### src/dmc_regs.svh
// constants for the mode-register configuration block
// assumes the includer works on a single 125 MHz clock
`ifndef DMC_REGS_SVH
`define DMC_REGS_SVH
`define DMC_BANK_MR0 3'h0
`define DMC_BANK_MR1 3'h1
`define DMC_BL_FIXED8 2'h0
`define DMC_BL_OTF 2'h1
`define DMC_BL_FIXED4 2'h2
`define DMC_MR0_BT 3
`define DMC_MR0_DLLRST 8
`define DMC_MR0_PPD 12
`define DMC_MR1_DLLDIS 0
`define DMC_MR1_WLEV 7
`define DMC_MR1_QOFF 12
`define DMC_CHOP_PULL 4'h2
`define DMC_DLL_RST_CYC 4'h4
`endif

### src/dmc_pkg.sv
// types shared by the mode-register configuration block
package dmc_pkg;
	typedef enum logic [1:0] {
		dmc_idle,
		dmc_read,
		dmc_write
	} dmc_burst_t;
endpackage

### src/dmc_order.sv
// burst word order for a given starting column and beat
// assumes purely combinational use by the burst engine
`timescale 1ns/10ps
`include "dmc_regs.svh"
module dmc_order (
	input wire logic [2:0] start_col,
	input wire logic [2:0] beat,
	input wire logic interleave,
	input wire logic is_write,
	output logic [2:0] word
);
	wire [2:0] seq_word;
	wire [2:0] ilv_word;
	wire [2:0] wr_word;
	// low bits wrap in each half; bit 2 flips for the second half
	assign seq_word = {start_col[2] ^ beat[2],
		2'(start_col[1:0] + beat[1:0])};
	assign ilv_word = start_col ^ beat;
	// writes only honour bit 2 of the start column
	assign wr_word = {start_col[2] ^ beat[2], beat[1:0]};
	assign word = is_write ? wr_word
		: (interleave ? ilv_word : seq_word);
endmodule // dmc_order

### src/dmc_dll.sv
// dll state: reset pulse, self-refresh and power-down handling
// assumes commands arrive already decoded on the device clock
`timescale 1ns/10ps
`include "dmc_regs.svh"
module dmc_dll (
	input wire logic clk,
	input wire logic rst,
	input wire logic dll_disable,
	input wire logic dll_reset_req,
	input wire logic self_refresh,
	input wire logic pd_precharge,
	input wire logic pd_fast_exit,
	output logic dll_running,
	output logic dll_reset_done
);
	logic [3:0] rst_cnt;
	wire busy;
	assign busy = rst_cnt != 4'h0;
	always_ff @(posedge clk or posedge rst) begin
		if (rst) begin
			rst_cnt <= 4'h0;
			dll_reset_done <= 1'b0;
		end else begin
			dll_reset_done <= busy && rst_cnt == 4'h1;
			if (dll_reset_req)
				rst_cnt <= `DMC_DLL_RST_CYC;
			else if (busy)
				rst_cnt <= rst_cnt - 4'h1;
		end
	end
	// slow-exit freezes the dll in precharge power-down
	always_ff @(posedge clk or posedge rst) begin
		if (rst)
			dll_running <= 1'b0;
		else
			dll_running <= !dll_disable && !self_refresh
				&& !(pd_precharge && !pd_fast_exit);
	end
endmodule // dmc_dll

### src/dmc_mode_config.sv
// mode registers 0 and 1 plus the burst engine they steer
// assumes a decoded command bus on clk; dq pins resolved outside
`timescale 1ns/10ps
`include "dmc_regs.svh"
module dmc_mode_config (
	input wire logic clk,
	input wire logic rst,
	input wire logic cmd_mrs,
	input wire logic cmd_read,
	input wire logic cmd_write,
	input wire logic [2:0] bank,
	input wire logic [15:0] addr,
	input wire logic self_refresh,
	input wire logic pd_precharge,
	output logic [15:0] burst_latency_config,
	output logic [15:0] dll_drive_termination_config,
	output logic [3:0] cas_latency,
	output logic [1:0] additive_latency,
	output logic [1:0] drive_strength,
	output logic [2:0] write_recovery,
	output logic [2:0] word_index,
	output logic dq_oe,
	output logic dq_capture,
	output logic write_start,
	output logic dll_running,
	output logic odt_wr_apply
);
	dmc_pkg::dmc_burst_t state;
	dmc_pkg::dmc_burst_t next_state;
	logic [3:0] beat;
	logic [2:0] start_col;
	logic chop;
	logic [4:0] hold_cnt;
	logic hold_rd;
	logic hold_wr;
	logic [2:0] hold_col;
	logic hold_chop;
	logic dll_rst_req;
	logic dll_rst_done;
	logic dll_run_int;
	wire wr_mr0;
	wire wr_mr1;
	wire [1:0] bl_mode;
	wire cmd_chop;
	wire [4:0] al_cycles;
	wire [2:0] order_word;
	wire burst_end;
	wire go;
	// bank decode for mode register writes
	assign wr_mr0 = cmd_mrs && bank == `DMC_BANK_MR0;
	assign wr_mr1 = cmd_mrs && bank == `DMC_BANK_MR1;
	assign bl_mode = burst_latency_config[1:0];
	// on-the-fly: A12 low on the command asks for a chop
	assign cmd_chop = bl_mode == `DMC_BL_FIXED4
		|| (bl_mode == `DMC_BL_OTF && !addr[12]);
	function automatic logic [4:0] al_of(input logic [1:0] al,
		input logic [3:0] cl);
		case (al)
			2'h1: al_of = 5'(cl) - 5'h1;
			2'h2: al_of = 5'(cl) - 5'h2;
			default: al_of = 5'h0;
		endcase
	endfunction
	assign al_cycles = al_of(additive_latency, cas_latency);
	assign go = hold_cnt == 5'h0 && (hold_rd || hold_wr);
	assign burst_end = beat == (chop ? 4'h3 : 4'h7);
	always_ff @(posedge clk or posedge rst) begin
		if (rst) begin
			burst_latency_config <= 16'h0000;
			dll_drive_termination_config <= 16'h0000;
		end else begin
			if (wr_mr0)
				burst_latency_config <= addr & ~(16'h1 << `DMC_MR0_DLLRST);
			if (wr_mr1)
				dll_drive_termination_config <= addr;
		end
	end
	// the reset bit reads back cleared; the pulse drives the dll
	always_ff @(posedge clk or posedge rst) begin
		if (rst)
			dll_rst_req <= 1'b0;
		else
			dll_rst_req <= wr_mr0 && addr[`DMC_MR0_DLLRST];
	end
	always_ff @(posedge clk or posedge rst) begin
		if (rst) begin
			cas_latency <= 4'h0;
			additive_latency <= 2'h0;
			drive_strength <= 2'h0;
			write_recovery <= 3'h0;
		end else begin
			cas_latency <= {burst_latency_config[6:4],
				burst_latency_config[2]};
			additive_latency <= dll_drive_termination_config[4:3];
			drive_strength <= {dll_drive_termination_config[5],
				dll_drive_termination_config[1]};
			write_recovery <= burst_latency_config[11:9];
		end
	end
	// command held for the additive latency before it runs
	always_ff @(posedge clk or posedge rst) begin
		if (rst) begin
			hold_cnt <= 5'h0;
			hold_rd <= 1'b0;
			hold_wr <= 1'b0;
			hold_col <= 3'h0;
			hold_chop <= 1'b0;
		end else if (cmd_read || cmd_write) begin
			hold_cnt <= al_cycles;
			hold_rd <= cmd_read;
			hold_wr <= cmd_write;
			hold_col <= addr[2:0];
			hold_chop <= cmd_chop;
		end else if (hold_cnt != 5'h0) begin
			hold_cnt <= hold_cnt - 5'h1;
		end else begin
			hold_rd <= 1'b0;
			hold_wr <= 1'b0;
		end
	end
	always_comb begin
		next_state = state;
		case (state)
			dmc_pkg::dmc_idle: begin
				if (go && hold_rd)
					next_state = dmc_pkg::dmc_read;
				else if (go && hold_wr)
					next_state = dmc_pkg::dmc_write;
			end
			default: begin
				if (burst_end)
					next_state = dmc_pkg::dmc_idle;
			end
		endcase
	end
	always_ff @(posedge clk or posedge rst) begin
		if (rst) begin
			state <= dmc_pkg::dmc_idle;
			beat <= 4'h0;
			start_col <= 3'h0;
			chop <= 1'b0;
		end else begin
			state <= next_state;
			if (state == dmc_pkg::dmc_idle) begin
				beat <= 4'h0;
				start_col <= hold_col;
				chop <= hold_chop;
			end else begin
				beat <= beat + 4'h1;
			end
		end
	end
	// full writes always run from word zero, whatever the column
	wire [2:0] order_col;
	assign order_col = (state == dmc_pkg::dmc_write && !chop)
		? 3'h0 : start_col;
	dmc_order u_order (
		.start_col(order_col),
		.beat(beat[2:0]),
		.interleave(burst_latency_config[`DMC_MR0_BT]),
		.is_write(state == dmc_pkg::dmc_write),
		.word(order_word)
	);
	dmc_dll u_dll (
		.clk(clk),
		.rst(rst),
		.dll_disable(dll_drive_termination_config[`DMC_MR1_DLLDIS]),
		.dll_reset_req(dll_rst_req),
		.self_refresh(self_refresh),
		.pd_precharge(pd_precharge),
		.pd_fast_exit(burst_latency_config[`DMC_MR0_PPD]),
		.dll_running(dll_run_int),
		.dll_reset_done(dll_rst_done)
	);
	// chopped bursts stop after four, so the last four slots stay hi-z
	wire rd_active;
	assign rd_active = state == dmc_pkg::dmc_read;
	// fixed chop starts the internal write two clocks early;
	// on-the-fly chop keeps the full-burst reference point
	wire [3:0] wr_start_beat;
	assign wr_start_beat = (chop && bl_mode == `DMC_BL_FIXED4)
		? 4'h7 - `DMC_CHOP_PULL : 4'h7;
	// the write reference counts eight slots even when the burst is chopped
	logic [3:0] wr_pos;
	logic wr_pos_run;
	wire wr_begin;
	assign wr_begin = state == dmc_pkg::dmc_idle
		&& next_state == dmc_pkg::dmc_write;
	always_ff @(posedge clk or posedge rst) begin
		if (rst) begin
			wr_pos <= 4'h0;
			wr_pos_run <= 1'b0;
		end else if (wr_begin) begin
			wr_pos <= 4'h0;
			wr_pos_run <= 1'b1;
		end else if (wr_pos_run) begin
			wr_pos <= wr_pos + 4'h1;
			wr_pos_run <= wr_pos != 4'h7;
		end
	end
	always_ff @(posedge clk or posedge rst) begin
		if (rst) begin
			word_index <= 3'h0;
			dq_oe <= 1'b0;
			dq_capture <= 1'b0;
			write_start <= 1'b0;
			dll_running <= 1'b0;
			odt_wr_apply <= 1'b0;
		end else begin
			word_index <= order_word;
			dq_oe <= rd_active
				&& !dll_drive_termination_config[`DMC_MR1_QOFF];
			dq_capture <= state == dmc_pkg::dmc_write;
			write_start <= wr_pos_run
				&& wr_pos == wr_start_beat;
			dll_running <= dll_run_int && !dll_rst_req;
			// write termination does not depend on nominal setting
			odt_wr_apply <= state == dmc_pkg::dmc_write;
		end
	end
	wire unused_done;
	assign unused_done = dll_rst_done;
	AST_QOFF: assert property (@(posedge clk) disable iff (rst)
		dll_drive_termination_config[12] |=> !dq_oe)
		else $error("outputs driven while disabled");
	AST_DLLRST_CLEAR: assert property (@(posedge clk) disable iff (rst)
		wr_mr0 |=> !burst_latency_config[8])
		else $error("dll reset bit stuck");
	AST_CHOP_LEN: assert property (@(posedge clk) disable iff (rst)
		(rd_active && chop && beat == 4'h3) |=> state == dmc_pkg::dmc_idle)
		else $error("chop burst too long");
	AST_FULL_LEN: assert property (@(posedge clk) disable iff (rst)
		(rd_active && !chop && beat == 4'h3) |=> rd_active)
		else $error("full burst ended early");
	AST_ILV: assert property (@(posedge clk) disable iff (rst)
		(rd_active && burst_latency_config[3])
		|=> word_index == (start_col ^ $past(beat[2:0])))
		else $error("interleave order wrong");
	AST_CL: assert property (@(posedge clk) disable iff (rst)
		wr_mr0 |=> ##1 cas_latency == {$past(addr[6:4], 2), $past(addr[2], 2)})
		else $error("cas latency not taken");
	AST_DRV: assert property (@(posedge clk) disable iff (rst)
		wr_mr1 |=> ##1 drive_strength == {$past(addr[5], 2), $past(addr[1], 2)})
		else $error("drive strength not taken");
	AST_SR: assert property (@(posedge clk) disable iff (rst)
		self_refresh |=> ##1 !dll_running)
		else $error("dll runs in self-refresh");
	AST_WR_ORDER: assert property (@(posedge clk) disable iff (rst)
		(state == dmc_pkg::dmc_write)
		|=> word_index[1:0] == $past(beat[1:0]))
		else $error("write order wrong");
	COV_READ8: cover property (@(posedge clk) rd_active && !chop && beat == 4'h7);
	COV_CHOP: cover property (@(posedge clk) rd_active && chop && beat == 4'h3);
	COV_WRITE: cover property (@(posedge clk) write_start);
endmodule // dmc_mode_config

### config.mk
export PLATFORM = sky130hd
export DESIGN_NAME = dmc_mode_config
export DESIGN_NICKNAME = d
export VERILOG_FILES = /design/src/dmc_pkg.sv /design/src/dmc_order.sv /design/src/dmc_dll.sv /design/src/dmc_mode_config.sv
export VERILOG_INCLUDE_DIRS = /design/src
export SDC_FILE = /design/constraint.sdc
export NUM_CORES = 1
export LEC_CHECK = 0
export BUFFER_PORTS_ARGS = -buffer_cell sky130_fd_sc_hd__buf_2
export CAP_MARGIN = 20
export CORE_ASPECT_RATIO = 1.25
export CORE_MARGIN = 8
export CORE_UTILIZATION = 30
export CTS_BUF_LIST = sky130_fd_sc_hd__clkbuf_4
export DETAILED_ROUTE_END_ITERATION = 12
export HOLD_SLACK_MARGIN = 0.15
export PLACE_DENSITY = 0.52
export REMOVE_ABC_BUFFERS = 1
export SLEW_MARGIN = 15
export SYNTH_ARGS = -nofsm -noshare
export SYNTH_HDL_FRONTEND = slang
export SYNTH_SLANG_ARGS = --single-unit
### constraint.sdc
create_clock -name clk -period 2.4 [get_ports clk]
set_input_delay 0.24 -clock clk [delete_from_list [all_inputs] [get_ports clk]]
set_output_delay 0.24 -clock clk [all_outputs]
set_load 0.02 [all_outputs]
* Yosys cells after proc, flatten, opt, wreduce, memory -nomap -nowiden
Cells that the tools add are included.
Operators by class: bitwise operators 2, muxes and demuxes 20, reductions and logical operators 33, equality and inequality tests 12, $add $sub $neg 6
Operators by type and width (number):
- 1-bit logical AND | 16
- 3-bit 2-to-1 mux | 4
- 4-bit 2-to-1 mux | 3
- 2-bit 2-to-1 mux | 5
- 5-bit 2-to-1 mux | 2
- 5-bit case mux with 2 select lines | 1
- 4-bit by 1-bit adder with 4-bit output (second input constant) | 2
- 2-bit equality test (second input constant) | 4
- 4-bit by 3-bit equality test with 1-bit output | 2
- 1-bit logical NOT | 8
- 2-bit by 1-bit equality test with 1-bit output (second input constant) | 3
- 5-bit logical NOT | 1
- 1-bit 2-to-1 mux | 5
- 5-bit nonzero test | 1
- 4-bit by 1-bit subtractor with 5-bit output (second input constant) | 1
- 4-bit by 2-bit subtractor with 5-bit output (second input constant) | 1
- 5-bit by 1-bit subtractor with 5-bit output (second input constant) | 1
- 4-bit by 3-bit != test with 1-bit output (second input constant) | 1
- 2-bit nonzero test | 2
- 3-bit by 1-bit equality test with 1-bit output (second input constant) | 1
- 3-bit logical NOT | 1
- 1-bit logical OR | 3
- 3-bit XOR | 1
- 2-bit adder | 1
- other kinds (3) | 3
Storage, ports and cells: output and inout bits 51, logic and storage cells 97, bits of input ports 26, register bits after elaboration 77

* Logic depth before layout (Yosys ltp)
Gate-level depths: netlist (run 1).
depth after elaboration 9, depth in mapped cells 7, mapped depth without buffers 7

* Modules after synthesis
Synthesis (run 1) repeated with hierarchy kept, for this count alone.
Second synthesis, totals: cells, all modules 256, area, all modules 3489.6 um^2
Modules (own cells, without submodules):
- dmc_mode_config | sequential area each 1901.8 um^2, area an instance 3091.7 um^2, times used 1, cells each 218
- dmc_dll | sequential area each 150.1 um^2, area an instance 329.1 um^2, times used 1, cells each 30
- dmc_order | sequential area each 0.0 um^2, area an instance 68.8 um^2, times used 1, cells each 8

* Least setup slack after synthesis (run 1)
Ideal clock, no wire load.
path type reg2reg, from register additive_latency[0], to register hold_cnt[4], arrival 1434 ps, required time 2318 ps, path buffers 0, library setup time 82 ps, setup slack 884 ps, period minus slack after synthesis 1516 ps, cell stages (with the launch flop) 7, cells stage by stage dfrtp_1 inv_1 ha_1 nor2b_1 a21oi_1 or4_1 o22ai_1
Between the ends: longest elaborated chain between the ends 3, elaborated cells between the ends (all ways) 4, classes of those cells eq/ne: 2; mux: 2
RTL lines:
- start: declaration | RTL line dmc_mode_config.sv:18 | output logic [1:0] additive_latency,
- start signal: assignment | RTL line dmc_mode_config.sv:94 | additive_latency <= dll_drive_termination_config[4:3];
- 2-bit equality test or 2-bit by 1-bit equality test with 1-bit output (tied branches) | RTL line dmc_mode_config.sv:58 | case (al)
- 5-bit case mux with 2 select lines (*) | RTL line dmc_mode_config.sv:58
- 5-bit 2-to-1 mux (*) | RTL line dmc_mode_config.sv:108 | end else if (cmd_read || cmd_write) begin
- end signal: assignment | RTL line dmc_mode_config.sv:109 | hold_cnt <= al_cycles;
- end signal: assignment | RTL line dmc_mode_config.sv:115 | hold_cnt <= hold_cnt - 5'h1;
- end: declaration | RTL line dmc_mode_config.sv:33 | logic [4:0] hold_cnt;
Mark *: on every way between the ends. The rest lies on a longest branch, timed or not. A chain may end at the register's enable or synchronous reset.

* Worst setup path after layout (run 1)
from register hold_cnt[0], to register hold_rd
Between the ends: longest elaborated chain between the ends 2
RTL lines:
- 5-bit nonzero test | RTL line dmc_mode_config.sv:114 | end else if (hold_cnt != 5'h0) begin
- 2-bit != test (no line)
- end signal: assignment | RTL line dmc_mode_config.sv:110 | hold_rd <= cmd_read;
- end: declaration | RTL line dmc_mode_config.sv:34 | logic hold_rd;
No other way between the ends.

==> out/metrics.csv, run 1 <==
metric,value,unit
layout-drive-gt1-share,39.0,%
combinationalPowerShare,36.5,%
max_stage_delay,0.58,ns
root_buffer,clkbuf_4,
drc_errors,0,
fin_skew,0.0176,ns
grt_antenna_before_repair,0,
post_cts_buffers,0,
p_int,0.00263,W
top_layer,met4,
crit_slowest_cell,dlygate4sd3_1,
grt_max_degree,34,
synth.area.mux_share,12.9,%
antenna_cells,0,
dr_wl_met2,3440,um
rsz0062_at_grt,false,
cp_top_family,buffers and inverters,
io_buffers,75,
grt_pass1_wl,11400,um
fin_nets,380,
drv_cap,0,
yosysSeqAreaShare,60.2,%
worstSetupPathType,reg -> reg,
slew_headroom,61.6,%
yosys_register_bits,77,
drtIter0Drc,70,
synth_compound_area_share,4.77,%
worstSetupStartpointType,register,
critPathBufInv,2,
drt-met1-wl,2890,um
via_count,2102,
numCtsBuffers,9,
critPathCaptureType,register,
max_slew.worst_pin.slew,0.575,ns
wirelength,6900,um
syn_area,3200,um^2
io_pins,77,
firstDrtPassIters,4,
drtAntennaViolNets,0,
cts_buffer_depth,2,
yosysWarnings,0,
power,0.00418,W
vias_per_cell,4.37,
seq_power_share,47.1,%
fin_crit,1.92,ns
placementRows,42,
power_switching_share,37.0,%
gr-total-overflow,0,
finalHoldViolCount,0,
fin_crit_sh,79.9,%
die_w,108,um
fin_util,38.5,%
hp-class,in -> reg,
cp.arrival,2.24,ns
p_switching,0.00155,W
whs,0.396,ns
syn_inst,243,
fill_cells,1049,
initial_core_util,30.4,%
dieHeight,131,um
yosys.area_share.xor_xnor,3.83,%
cts.sinks,77,
grt_usage,10.2,%
synthSimpleGateAreaFrac,10.5,%
cts.clk_slew.worst_paths,0.12,ns
crit_fanout,9,
cts_max_level,3,
synth_cell_types,39,
crit_required,2.72,ns
synth_top_family_by_area,multiplexers,
post_drt_wl_per_cell,14.3,um
clkPwrFrac,16.4,%
fp.coreArea,10500,um^2
p_per_area,1030,nW/um^2
area_delta_synth_final,26.4,%
grt_pass1_vias,2330,
dpl_worst_slack,0.681,ns
insertion_delay,0.42,ns
finalMaxSlewViolations,0,
cts_tree,yes,
synth_area_per_cell,13.2,um^2
setup_slack,0.481,ns
finalSetupViolCount,0,
gp_congestion,0.814,
outcome,finished clean,
synth_adder_area_share,3.91,%
fmax,521,MHz
max-vdd-ir-drop,0.000364,V
route.met3.wl,428,um
dpl.hpwl,4940,um
dieArea,14200,um^2
crit_chain,inv_1 -> ha_1 -> nor4b_4 -> o21bai_1 -> dlygate4sd3_1,
cellLeakagePower,1.94,nW
==> final cells by class <==
class	count	area (um^2)	area share, %
Timing Repair Buffer	101	626	15.5
Tap cell	132	165	4.08
Multi-Input combinational cell	144	1170	28.9
Inverter	11	42.5	1.05
Clock inverter	4	25.0	0.619
Sequential cell	77	1930	47.6
Clock buffer	12	90.1	2.23
==> metal layers <==
metal | GRT usage, % | vias to the layer above
li1 | - | 1027
met1 | 11.3 | 1016
met2 | 16.5 | 49
met3 | 4.06 | 10
met4 | 4.96 | 0
met5 | 0 | -
==> tightest hold or removal path, stage by stage <==
cell	delay, ns
buf_2	0.11
nor4b_4	0.04
buf_4	0.20
and2_1	0.18
==> cells in the mapped netlist, drive strengths merged <==
cell    instances  area share (%)
nand3b          3            0.70
nand2          19             2.2
buf            10             2.3
mux2           34              12
o21a            1            0.23
or4             1            0.23
o21ai           5            0.78
nor2           14             1.7
xor2            6             1.6
nor4bb          1            0.31
or2             1            0.20
clkbuf          1            0.12
mux2i           3            0.94
nand4           1            0.20
o32ai           2            0.55
and4b           1            0.31
nor3            1            0.16
nand2b          5            0.98
nand4b          1            0.27
o21bai          2            0.47
and2            1            0.20
dfrtp          77              60
a311o           1            0.31
a21oi           6            0.94
conb            1            0.12
a21o            2            0.55
a211oi          1            0.23
nor2b           5            0.98
a32o            1            0.31
xnor2           8             2.2
nor3b           1            0.23
o22ai           2            0.39
nand3           2            0.31
inv            11             1.3
ha             10             3.9
nor4b           2             1.5
==> power by group through the flow <==
stage / clock (W) / sequential [W] / combinational [W]
6_report: 0.000683 / 0.00197 / 0.00152
5_1_grt: 0.000780 / 0.00202 / 0.00170
4_1_cts: 0.000737 / 0.00198 / 0.00155
3_5_place_dp: 0 / 0.00200 / 0.00151
3_3_place_gp: 0 / 0.00199 / 0.00150
2_1_floorplan: 0 / 0.00221 / 0.000835
==> worst paths after layout <==
check	start	end	slack, ns	cells past startpoint
min in group asynchronous	rst	write_recovery[0]$_DFF_PP0_	0.41	3
setup / recovery	hold_cnt[0]$_DFFE_PP0P_	hold_rd$_DFFE_PP0P_	0.48	5
hold reg to reg	dll_rst_req$_DFF_PP0_	dll_running$_DFF_PP0_	0.40	1
hold / removal	bank[0]	dll_rst_req$_DFF_PP0_	0.40	4
setup reg to reg	hold_cnt[0]$_DFFE_PP0P_	hold_rd$_DFFE_PP0P_	0.48	5
max in group asynchronous	rst	hold_wr$_DFFE_PP0P_	1.21	4
==> layout by cell type (no fill, tap or decap), types with 2 or more instances in the layout <==
master         instances
clkbuf_4              12
o21ai_0                5
nand2_1               19
nand3_1                2
a21o_2                 2
xor2_1                 6
nor4b_4                2
clkinv_2               2
nand3b_1               3
o22ai_1                2
o21bai_1               2
o32ai_1                2
mux2_2                34
mux2i_1                3
buf_4                  4
nor2b_1                5
nand2b_1               5
nor2_1                13
xnor2_1                8
ha_1                  10
dlygate4sd3_1         22
inv_1                 10
buf_2                 75
a21oi_1                6
dfrtp_1               77
==> per-stage QoR <==
step | setup TNS, ns | instances | cell area (um^2)
6_report | 0 | 481 | 4040
5_1_grt | 0 | 481 | 4040
4_1_cts | 0 | 481 | 4040
3_5_place_dp | 0 | 443 | 3710
3_3_place_gp | 0 | 443 | 3710
2_1_floorplan | -0.643 | 232 | 3120
==> repair_timing <==
action	in CTS	in global routing
hold buffers	22	0
hold endpoints to repair	69	0
resized for setup	0	0
==> registers in the layout, summed over array words and instances, names as in the netlist, 3 cells and up <==
name                          flops
dll_drive_termination_config     16
beat                              4
burst_latency_config             15
wr_pos                            4
start_col                         3
word_index                        3
write_recovery                    3
hold_col                          3
cas_latency                       4
hold_cnt                          5
==> cells by family after synthesis <==
| kind of cell | count (synthesis) |
|---|---|
| flops | 77 |
| compound gates | 23 |
| other cells | 1 |
| buf+inv | 22 |
| fa+ha+maj | 10 |
| simple gates | 59 |
| mux | 37 |
| xor+xnor | 14 |
Note: power is estimated with default switching activity, not from simulation.
==> run 2, diff against run 1 <==
- PLACE_DENSITY: 0.52 -> 0.54
- clock period: 2.4 -> 1.7 ns (I/O delays scaled with it)
==> run 2 against run 1 <==
- largest power group unchanged
- critical path depth rose by 1
- non-clock buffer count rose by 4
- highest routed layer unchanged
- global-route usage is 0.38 points higher
- first-iteration DRC count is 49% lower
- sequential share of layout area shrank 1.3 points
- sequential cell count did not move
==> out/metrics.csv, run 2 (synthesized netlist as in run 1, its figures left out) <==
metric,value,unit
top_layer,met4,
crit_required,2.02,ns
post_cts_buffers,0,
outcome,finished clean,
io_buffers,75,
worstSetupStartpointType,input port,
placed_cell_area,3770,um^2
largest-register,dll_drive_termination_config,
gp_congestion,0.807,
stdcell_area,4150,um^2
dpl.hpwl,5120,um
cp.arrival,1.93,ns
largest_reg_flops,16,
via_count,2169,
layout-drive-gt1-share,39.1,%
cts.clk_slew.worst_paths,0.13,ns
max-vdd-ir-drop,0.000541,V
tns,0,ns
r2r_slack,0.18,ns
dieHeight,131,um
combinationalPowerShare,36.3,%
hp-class,in -> reg,
root_buffer,clkbuf_4,
cts_buffer_depth,2,
layout_common_cells,"dfrtp_1 (77), buf_2 (75), mux2_2 (34)",
finalMaxSlewViolations,0,
p_per_area,1470,nW/um^2
io_pins,77,
finalHoldViolCount,0,
worstHoldEndpoint,burst_latency_config[12]$_DFFE_PP0P_,
vias_per_cell,4.47,
crit_fanout,9,
worstSetupPathType,in -> reg,
seq_power_share,45.7,%
critPathCaptureType,register,
reg2reg_to,hold_cnt[4]$_DFFE_PP0P_,
cts_max_level,3,
final_common_cell,dfrtp_1,
drt-met1-wl,2800,um
firstDrtPassIters,4,
fin_skew,0.0156,ns
clkPwrFrac,18.1,%
reg_top3,"dll_drive_termination_config: 16 flops, burst_latency_config: 15 flops, hold_cnt: 5 flops",
grt_max_degree,34,
initial_core_util,30.4,%
antenna_cells,0,
place_inst,445,
drv_cap,0,
cts.sinks,77,
drc_errors,0,
worstReg2RegStart,additive_latency[0]$_DFF_PP0_,
fin_crit,1.61,ns
cellLeakagePower,1.98,nW
hold_depth,5,
die_w,108,um
placementRows,42,
grt_pass1_vias,2437,
p_switching,0.00222,W
gr-total-overflow,0,
grt_usage,10.6,%
reg2reg_depth,6,
p_int,0.00388,W
grt_antenna_before_repair,0,
finalSetupViolCount,0,
insertion_delay,0.43,ns
wirelength,7000,um
power_switching_share,36.3,%
min_from,bank[0],
route.met3.wl,395,um
fp.coreArea,10500,um^2
dieArea,14200,um^2
numCtsBuffers,9,
fin_crit_sh,94.7,%
drtIter0Drc,36,
fmax,621,MHz
rsz0062_at_grt,false,
drtAntennaViolNets,0,
grt_pass1_wl,11800,um
post_drt_wl_per_cell,14.4,um
fill_cells,1077,
fin_util,39.5,%
cts_tree,yes,
dr_wl_met2,3680,um
fin_nets,384,
area_delta_synth_final,29.8,%
finalNonFillerCells,485,
run 2: cell type report:
class                      count  area [um^2]  share of cell area [%]
sequential                    77         1930                    46.4
multi-input combinational    144         1170                    28.2
timing repair buffer         105          711                    17.1
tap                          132          165                    3.98
clock buffer                  10         75.1                    1.81
clock inverter                 6         62.6                    1.51
inverter                      11         42.5                    1.02
run 2: per-stage QoR:
stage | setup slack [ns] | hold WS [ns] | total power [W]
2_1_floorplan | -0.670 | 0.242 | 0.00429
3_3_place_gp | 0.239 | 0.186 | 0.00501
3_5_place_dp | 0.195 | 0.193 | 0.00504
4_1_cts | 0.126 | 0.204 | 0.00623
5_1_grt | 0.0326 | 0.222 | 0.00657
6_report | 0.0895 | 0.237 | 0.00610
run 2: layer usage:
layer	vias up	GRT usage, %
met5	-	0
met4	0	5.03
met3	12	3.67
met2	49	18.4
met1	1075	11.0
li1	1033	-
run 2: timing repair:
item,4_1_cts,5_1_grt
hold buffers,24,0
hold endpoints to repair,117,0
gates resized for setup,0,1
endpoints found under the setup margin,0,2
run 2: critical path, cell delays in order:
cell,delay (ns)
dlygate4sd3_1,0.53
buf_2,0.15
or2_2,0.39
nand2_1,0.10
nand2_1,0.05
dlygate4sd3_1,0.54
run 2: worst max-delay path by stage:
| stage | from | endpoint | slack [ns] | cells past startpoint |
|---|---|---|---|---|
| 2_1_floorplan | cmd_mrs | dll_drive_termination_config[0]$_DFFE_PP0P_ | -0.67 | 2 |
| 3_3_place_gp | state[0]$_DFF_PP0_ | word_index[1]$_DFF_PP0_ | 0.24 | 7 |
| 3_5_place_dp | additive_latency[0]$_DFF_PP0_ | hold_cnt[4]$_DFFE_PP0P_ | 0.19 | 6 |
| 4_1_cts | cmd_write | hold_col[2]$_DFFE_PP0N_ | 0.13 | 6 |
| 5_1_grt | state[0]$_DFF_PP0_ | word_index[1]$_DFF_PP0_ | 0.03 | 7 |
| 6_report | cmd_write | hold_col[1]$_DFFE_PP0N_ | 0.09 | 6 |
run 2: power by group through the flow:
stage,registers [W],logic (W),clock network (W)
after floorplan,0.00312,0.00118,0
after global placement,0.00282,0.00219,0
after detailed placement,0.00284,0.00220,0
after CTS,0.00280,0.00226,0.00117
after global routing,0.00289,0.00245,0.00123
final,0.00279,0.00221,0.00110
